File: config.mk
export PLATFORM = sky130hd
export DESIGN_NAME = watchdog_timeout_monitor
export DESIGN_NICKNAME = d
export VERILOG_FILES = /design/src/shared/wdt_pkg.sv /design/src/hw/watchdog_timeout_monitor.sv
export SDC_FILE = /design/constraint.sdc
export NUM_CORES = 1
export LEC_CHECK = 0
export ABC_AREA = 1
export BUFFER_PORTS_ARGS = -buffer_cell sky130_fd_sc_hd__buf_2
export CAP_MARGIN = 20
export CORE_ASPECT_RATIO = 2
export CORE_UTILIZATION = 50
export DETAILED_ROUTE_END_ITERATION = 12
export GPL_ROUTABILITY_DRIVEN = 0
export HOLD_SLACK_MARGIN = 0.1
export MAX_ROUTING_LAYER = met4
export PLACE_DENSITY = 0.81
export RECOVER_POWER = 25
export SLEW_MARGIN = 20
export SYNTH_ARGS = -nofsm -noshare
export SYNTH_HDL_FRONTEND = slang
export SYNTH_SLANG_ARGS = --single-unit
File: constraint.sdc
create_clock -name core_clk_i -period 2.96 [get_ports core_clk_i]
set_input_delay 0.888 -clock core_clk_i [delete_from_list [all_inputs] [get_ports core_clk_i]]
set_output_delay 0.888 -clock core_clk_i [all_outputs]
set_load 0.02 [all_outputs]
File: src/shared/wdt_pkg.sv
// Constants for the watchdog time-out monitor.
// Shared by the design and its bench; no clocked logic here.
package wdt_pkg;
    localparam int DIV_W = 21;
    localparam int POST_W = 9;
    // Last window count; forced reset fires 512 ticks after the time-out
    localparam logic [POST_W-1:0] POST_LAST = 9'h1ff;
    // System reset width: two machine cycles of four clocks
    localparam int MACHINE_CYCLE_CLKS = 4;
    localparam int RST_PULSE_CLKS = 2 * MACHINE_CYCLE_CLKS;
    localparam logic [3:0] RST_PULSE_LAST = 4'(RST_PULSE_CLKS - 1);
    // Register byte addresses
    localparam logic [7:0] ADDR_WD_CONTROL = 8'h00;
    localparam logic [7:0] ADDR_IRQ_STATUS = 8'h04;
    localparam logic [7:0] ADDR_IRQ_CLEAR = 8'h08;
    localparam logic [7:0] ADDR_IRQ_ENABLE = 8'h0c;
    // Control register bit positions
    localparam int BIT_RUN = 7;
    localparam int BIT_SEL_HI = 5;
    localparam int BIT_SEL_LO = 4;
    localparam int BIT_TIMEOUT = 3;
    localparam int BIT_CAUSE = 2;
    localparam int BIT_RST_EN = 1;
    localparam int BIT_RESTART = 0;
    // Clock source select inside the configuration byte
    localparam int BIT_CLK_SRC = 7;
    // Event bits of status, clear and enable registers
    localparam int EV_TIMEOUT = 0;
    localparam int EV_WD_RESET = 1;
    localparam int EV_W = 2;
    localparam logic [EV_W-1:0] EV_RESET = 2'h0;
    localparam logic [1:0] SEL_RESET = 2'h0;
    localparam logic [7:0] RDATA_RESET = 8'h00;
endpackage

File: src/hw/watchdog_timeout_monitor.sv
// Watchdog time-out monitor with its control and interrupt registers.
// Assumes a simple register port, synchronous single-clock inputs,
// and reset requests already aligned to core_clk_i.
//
// Strobed register access and the placing of the registers are this design's own decisions.
`timescale 1ns/1ps
module watchdog_timeout_monitor
    import wdt_pkg::*;
#(
    parameter int TOUT_CLKS_0 = 4096,
    parameter int TOUT_CLKS_1 = 65536,
    parameter int TOUT_CLKS_2 = 262144,
    parameter int TOUT_CLKS_3 = 1048576
)
(
    input wire logic core_clk_i,
    input wire logic rst_i,
    input wire logic pwr_fail_rst_i,
    input wire logic ext_rst_i,
    input wire logic [7:0] addr_i,
    input wire logic [7:0] wdata_i,
    input wire logic wr_i,
    input wire logic rd_i,
    input wire logic timed_access_ok_i,
    input wire logic global_irq_enable_i,
    input wire logic [7:0] config_byte_zero_i,
    input wire logic rc_tick_i,
    output logic [7:0] rdata_o,
    output logic wd_irq_o,
    output logic irq_o,
    output logic sys_rst_o
);

    logic wd_run_a;
    logic [1:0] interval_sel;
    logic timeout_flag;
    logic wd_reset_cause_flag;
    logic wd_reset_enable;
    logic wd_restart;
    logic [EV_W-1:0] irq_enable;
    logic [EV_W-1:0] irq_status;
    logic [DIV_W-1:0] div_cnt;
    logic [POST_W-1:0] post_cnt;
    logic pending;
    logic [3:0] pulse_cnt;
    logic power_rst;
    logic wd_clock_source_sel;
    logic tick;
    logic tout_hit;
    logic wd_fire;
    logic ctl_wr;
    logic prot_wr;
    logic restart_wr;
    logic clr_wr;

    function automatic logic [DIV_W-1:0] last_count(input logic [1:0] sel);
        logic [DIV_W-1:0] v;
        v = '0;
        unique case (sel)
            2'b00: v = DIV_W'(TOUT_CLKS_0 - 1);
            2'b01: v = DIV_W'(TOUT_CLKS_1 - 1);
            2'b10: v = DIV_W'(TOUT_CLKS_2 - 1);
            2'b11: v = DIV_W'(TOUT_CLKS_3 - 1);
        endcase
        return v;
    endfunction

    assign power_rst = rst_i | pwr_fail_rst_i;
    assign wd_clock_source_sel = config_byte_zero_i[BIT_CLK_SRC];
    // RC source advances on its tick, CPU clock on every edge
    assign tick = wd_clock_source_sel ? rc_tick_i : 1'b1;
    assign ctl_wr = wr_i && (addr_i == ADDR_WD_CONTROL);
    assign prot_wr = ctl_wr && timed_access_ok_i;
    assign restart_wr = prot_wr && wdata_i[BIT_RESTART];
    assign clr_wr = wr_i && (addr_i == ADDR_IRQ_CLEAR);
    assign tout_hit = wd_run_a && tick && !pending_blocked()
        && (div_cnt == last_count(interval_sel));
    // Window pauses while halted, so the reset waits for the run bit too
    assign wd_fire = pending && wd_reset_enable && wd_run_a && tick
        && (post_cnt == POST_LAST) && !restart_wr;

    function automatic logic pending_blocked();
        return restart_wr;
    endfunction

    // Divider chain
    always_ff @(posedge core_clk_i)
    begin
        if (power_rst)
        begin
            div_cnt <= '0;
        end
        else if (ext_rst_i || wd_fire || restart_wr)
        begin
            div_cnt <= '0;
        end
        else if (tout_hit)
        begin
            div_cnt <= '0;
        end
        else if (wd_run_a && tick)
        begin
            div_cnt <= div_cnt + DIV_W'(1);
        end
    end

    // Post time-out window
    always_ff @(posedge core_clk_i)
    begin
        if (power_rst)
        begin
            pending <= 1'b0;
            post_cnt <= '0;
        end
        else if (ext_rst_i || wd_fire || restart_wr)
        begin
            pending <= 1'b0;
            post_cnt <= '0;
        end
        else if (tout_hit && !pending)
        begin
            pending <= 1'b1;
            post_cnt <= '0;
        end
        else if (pending && wd_run_a && tick)
        begin
            if (post_cnt == POST_LAST)
            begin
                pending <= 1'b0;
            end
            post_cnt <= post_cnt + POST_W'(1);
        end
    end

    // System reset pulse
    always_ff @(posedge core_clk_i)
    begin
        if (power_rst)
        begin
            sys_rst_o <= 1'b0;
            pulse_cnt <= '0;
        end
        else if (wd_fire)
        begin
            sys_rst_o <= 1'b1;
            pulse_cnt <= '0;
        end
        else if (sys_rst_o)
        begin
            pulse_cnt <= pulse_cnt + 4'h1;
            if (pulse_cnt == RST_PULSE_LAST)
            begin
                sys_rst_o <= 1'b0;
            end
        end
    end

    // Run bit and interval select
    always_ff @(posedge core_clk_i)
    begin
        if (power_rst)
        begin
            wd_run_a <= 1'b0;
            interval_sel <= SEL_RESET;
        end
        else if (prot_wr)
        begin
            wd_run_a <= wdata_i[BIT_RUN];
            interval_sel <= wdata_i[BIT_SEL_HI:BIT_SEL_LO];
        end
    end

    // Reset enable and restart strobe
    always_ff @(posedge core_clk_i)
    begin
        if (power_rst || ext_rst_i || wd_fire)
        begin
            wd_reset_enable <= 1'b0;
            wd_restart <= 1'b0;
        end
        else
        begin
            if (prot_wr)
            begin
                wd_reset_enable <= wdata_i[BIT_RST_EN];
            end
            wd_restart <= restart_wr;
        end
    end

    // Time-out flag: set wins over a software clear
    always_ff @(posedge core_clk_i)
    begin
        if (power_rst || ext_rst_i || wd_fire)
        begin
            timeout_flag <= 1'b0;
        end
        else if (tout_hit)
        begin
            timeout_flag <= 1'b1;
        end
        else if (prot_wr)
        begin
            timeout_flag <= wdata_i[BIT_TIMEOUT];
        end
    end

    // Reset cause flag
    always_ff @(posedge core_clk_i)
    begin
        if (power_rst)
        begin
            wd_reset_cause_flag <= 1'b0;
        end
        else if (wd_fire)
        begin
            wd_reset_cause_flag <= 1'b1;
        end
        else if (ctl_wr && !wdata_i[BIT_CAUSE])
        begin
            wd_reset_cause_flag <= 1'b0;
        end
    end

    // Sticky event status and enables
    always_ff @(posedge core_clk_i)
    begin
        if (power_rst)
        begin
            irq_status <= EV_RESET;
            irq_enable <= EV_RESET;
        end
        else
        begin
            irq_status[EV_TIMEOUT] <= tout_hit
                || (irq_status[EV_TIMEOUT] && !(clr_wr && wdata_i[EV_TIMEOUT]));
            irq_status[EV_WD_RESET] <= wd_fire
                || (irq_status[EV_WD_RESET] && !(clr_wr && wdata_i[EV_WD_RESET]));
            if (wr_i && (addr_i == ADDR_IRQ_ENABLE))
            begin
                irq_enable <= wdata_i[EV_W-1:0];
            end
        end
    end

    // Interrupt outputs, separate from the reset path
    always_ff @(posedge core_clk_i)
    begin
        if (power_rst)
        begin
            wd_irq_o <= 1'b0;
            irq_o <= 1'b0;
        end
        else
        begin
            wd_irq_o <= timeout_flag && irq_enable[EV_TIMEOUT]
                && global_irq_enable_i;
            irq_o <= |(irq_status & irq_enable);
        end
    end

    // Read port, data one cycle after the strobe
    always_ff @(posedge core_clk_i)
    begin
        if (rst_i)
        begin
            rdata_o <= RDATA_RESET;
        end
        else if (rd_i)
        begin
            unique case (addr_i)
                ADDR_WD_CONTROL: rdata_o <= {wd_run_a, 1'b0, interval_sel,
                    timeout_flag, wd_reset_cause_flag, wd_reset_enable,
                    wd_restart};
                ADDR_IRQ_STATUS: rdata_o <= {6'h00, irq_status};
                ADDR_IRQ_ENABLE: rdata_o <= {6'h00, irq_enable};
                default: rdata_o <= RDATA_RESET;
            endcase
        end
        else
        begin
            rdata_o <= RDATA_RESET;
        end
    end
endmodule

==> results <==
- The sequential area share after synthesis is 0.378.
- Clock latency on the worst-skew pair, taken at its later pin, is 0.30 ns.
- The number of synthesized register bits is 56.
- The slack of the worst reg-to-reg path is just over 1 ns.
- The biggest area contributor in the post-synthesis netlist is dfxtp_1.
- The critical path is of the input port to flop type.
- The core region area is 5710 um^2.
- The global-route usage over all layers is 0.212.
- The starting density of the core is 0.519.
- The final hold violation count is 0.
- The number of vias per cell after detailed routing is approximately 5.0.
- The maximum level of the CTS H-tree is 2.
- For this run, global-route usage on met1 was measured as 0.185.
- Traced cell by cell, the critical path runs through buf_2 > nor2_1 > nand2_4 > nor2_1 > nand4_4 > nand3_2 > inv_2 > nand2_8 > nor2_1.
- The maximum operating frequency is 0.438 GHz.
- The class of the tightest hold or removal check is flop to flop.
- The relative slew slack is 0.644.
- In the final design database the tool counted about 470 nets.
- The power density over cell area is 428 nW/um^2.
- The largest clock skew in the final design is 0.00678 ns.
- IR analysis of the VDD net gives a maximum drop of ~0.5 mV.
- Along the worst path, the maximum fanout reaches 19.
- The global-route layer with the greatest usage is met2.
- The buffers inserted during post-CTS setup optimization is 0.
- The endpoint type of the worst setup path is a flop.
- The proportion of layout cells with a drive suffix above 1 is 0.167.
- Averaged over all synthesized cells, the footprint is 7.47 um^2.
- The number of global-route vias before repair is around 2500.
- After clock tree synthesis, the repair step resized 0 gates.
- The count of nets left with antenna violations once routing finished came out at 0.
- After detailed placement, the design holds a cell count of 490.
- The worst path required time is approximately 3.1 ns.
- The number of antenna violations at the first check in global routing is 0.
- By area the synthesized netlist is led by dfxtp_1 38%, nand2_1 12%, nor2_1 7.8%.
- Synthesis instantiated 33 different standard cells from the library.
- The die covers 6260 um^2.
- The number of iterations in the first detailed-routing pass is 4.
- The worst stage delay on the critical path is 0.44 ns.
- The estimated wirelength of the detail-placed design is roughly 4600 um.
- The source of the worst register-to-register timing path is post_cnt[3]$_SDFFE_PP0P_.
- The met3 track utilization from global routing is 0.0362.
- The critical path's slowest cell is nor2_1.
- STA puts the critical path data arrival time at between 2 and 2.5 ns.
- The static leakage power is between 1 and 1.5 nW.
- TritonCTS built the clock tree.
- Setup violations remaining at the end of the flow were counted as 0.
- The post-route minimum period is about 2.3 ns.
- The longest clock path from root to sink contains 2 buffers.
- Setup repair after global routing left no endpoint under its margin.
- Once layout is done, the placed cells without fillers occupy roughly 3300 um^2.
- In this run the core area contains 39 standard-cell rows.
- For this run, the number of Yosys warnings is 0.
- The routed design has 5780 um of wire.
- The critical path launch point type is an input port.
- The logic depth of the worst register-to-register path is 12.
- The synthesis-to-layout area growth is 10.8%.
- Measured along the y axis, the die boundary spans between 100 and 150 um.
- The run finished with clean final reports.
- In the global route stage, met2 resource usage came out at 0.405.
- The clock root buffer is clkbuf_16.
- The sink count of the clock tree is 56.
- The final max-slew violation count is 0.
- For this run, design rule violations remaining after detail routing come to 0.
- The total negative slack is 0 ns.
- The first-pass GRT wire length is ~10000 um.
- In this design, the critical path's most frequently occurring cell is nor2_1.
- Power comes to roughly 1.4 mW.
- The die is around 56 um wide.
- In this run the cell area of the synthesized design comes to between 2000 and 3000 um^2.
- The number of ports placed on the die boundary is 44.
- The cell area after placement is ~3200 um^2.
- Synthesis produced around 400 cells.
- The repair_antennas step left the layout with diodes totalling 0.
- The clock-pin slew on the worst setup and hold paths is ~0.07 ns.
- The fraction of the cycle the final worst path needs is 0.771.
- In the final routed layout, each cell accounts on average for roughly 12 um.
- Buffers inserted during clock tree synthesis total 5.
- The number of DRC violations after detailed-routing iteration 0 is just over 40.
- The total overflow left after global routing is 0.
- The detailed-route via count is between 2000 and 3000.
- The maximum number of pins on one net before global-route repair is 20.
- The count of input and output buffers is 34.
- The finished layout holds 498 standard cells, fillers aside.
- Max-cap violations in this run came to 0.
- The capture point of the worst reg-to-reg path is div_cnt[15]$_SDFFE_PP0N_.
- Following the worst setup path forward leads to its endpoint at div_cnt[15]$_SDFFE_PP0N_.
- The number of buffers added to fix hold violations after cts is 0.
- The share of synthesized area in the top cell type comes to 0.378.
- The most critical setup path has its startpoint at addr_i[5].
- The slew at the pin with the worst max-slew slack is 0.533 ns.
- The number of nets handed over by synthesis was 434.
==> placed cells by master (no fill, tap or decap) <==
cell	netlist	layout
a21oi_1	16	16
nand4_4	1	1
nand2_1	91	91
conb_1	1	1
o21ai_1	1	1
o21ai_2	1	1
clkbuf_16	0	5
o21ai_0	7	7
nand3_2	4	4
nand2_8	2	2
nor3_1	10	10
inv_4	1	1
nand2_4	2	2
buf_4	1	1
inv_1	49	50
inv_6	0	2
xor2_1	10	10
and3_1	2	2
mux2i_1	1	1
nor3_4	1	1
nor2_4	15	15
nor2_1	62	64
nand3_1	20	20
nand3_4	1	1
nand3b_1	1	1
nor2_2	3	2
buf_2	0	24
nand4_1	7	7
xnor2_1	12	12
ha_1	4	4
dfxtp_1	56	56
nand2_2	8	8
or2_2	1	1
clkbuf_1	0	11
inv_2	3	2
==> synthesized netlist by cell type (all sizes together) <==
cell type / number
nand2: 103
nor2: 81
dfxtp: 56
inv: 53
nand3: 25
a21oi: 16
xnor2: 12
nor3: 11
xor2: 10
o21ai: 9
nand4: 8
ha: 4
buf: 3
and3: 2
conb: 1
mux2i: 1
nand3b: 1
or2: 1
==> final cells by class <==
cell class,instances,area (um^2)
inverters,53,201
repair buffers,35,165
flip-flops and latches,56,1120
multi-input cells,285,1580
clock buffers,6,129
fillers,540,2420
clock inverters,2,17.5
well taps,61,76.3
==> registers in the layout (all words and copies together) (netlist names) <==
name / count
div_cnt: 21
interval_sel: 2
irq_enable: 2
irq_o: 1
irq_status: 2
pending: 1
post_cnt: 9
pulse_cnt: 4
rdata_o: 7
sys_rst_o: 1
timeout_flag: 1
wd_irq_o: 1
wd_reset_cause_flag: 1
wd_reset_enable: 1
wd_restart: 1
wd_run_a: 1
==> kinds of logic after synthesis <==
family                     Yosys count  synth area share
DFF                                 56             0.378
xor gates and xnor gates            22            0.0650
adders and majority gates            4            0.0169
buffers and inverters               56            0.0840
other                                1           0.00126
AOI/OAI and AO/OA                   25            0.0435
and+or+nand+nor                    232             0.408
muxes                                1           0.00338
==> through the flow <==
step	worst slack [ns]	hold WS, ns	utilization
after CTS	1.03	0.456	0.581
after global routing	0.526	0.472	0.576
final	0.677	0.450	0.576
after detailed placement	0.756	0.446	0.556
after floorplan	0.991	0.419	-
after global placement	0.796	0.437	0.556
==> layer usage <==
| layer | up-vias | part of all wire | wire length [um] |
|---|---|---|---|
| li1 | 1305 | - | - |
| met3 | 18 | 0.026 | 148 |
| met4 | 0 | 0.033 | 189 |
| met1 | 1136 | 0.35 | 2010 |
| met2 | 43 | 0.59 | 3430 |
| met5 | - | 0 | 0 |
==> critical path: cells and delay by family <==
kind | cells | cell delay, ns
buffers and inverters | 2 | 0.17
AND/OR/NAND/NOR | 7 | 1.38
==> report_power, final <==
group	leakage [nW]	switching, mW	internal, mW
clock	0.0719	0.281	0.321
sequential	0.451	0.0000331	0.753
combinational	0.752	0.0330	0.0187
total	1.27	0.314	1.09
==> worst min path at each step <==
stage / from / endpoint / slack (ns) / cells past startpoint
after floorplan: wd_reset_cause_flag$_SDFFE_PP0P_ / rdata_o[2]$_SDFF_PP0_ / 0.42 / 2
after global placement: wd_reset_cause_flag$_SDFFE_PP0P_ / rdata_o[2]$_SDFF_PP0_ / 0.44 / 2
after detailed placement: wd_reset_cause_flag$_SDFFE_PP0P_ / rdata_o[2]$_SDFF_PP0_ / 0.45 / 2
after CTS: wd_reset_cause_flag$_SDFFE_PP0P_ / rdata_o[2]$_SDFF_PP0_ / 0.46 / 2
after global routing: wd_reset_cause_flag$_SDFFE_PP0P_ / rdata_o[2]$_SDFF_PP0_ / 0.47 / 2
final: wd_reset_cause_flag$_SDFFE_PP0P_ / rdata_o[2]$_SDFF_PP0_ / 0.45 / 2
Note: power is estimated with default switching activity, not from simulation.
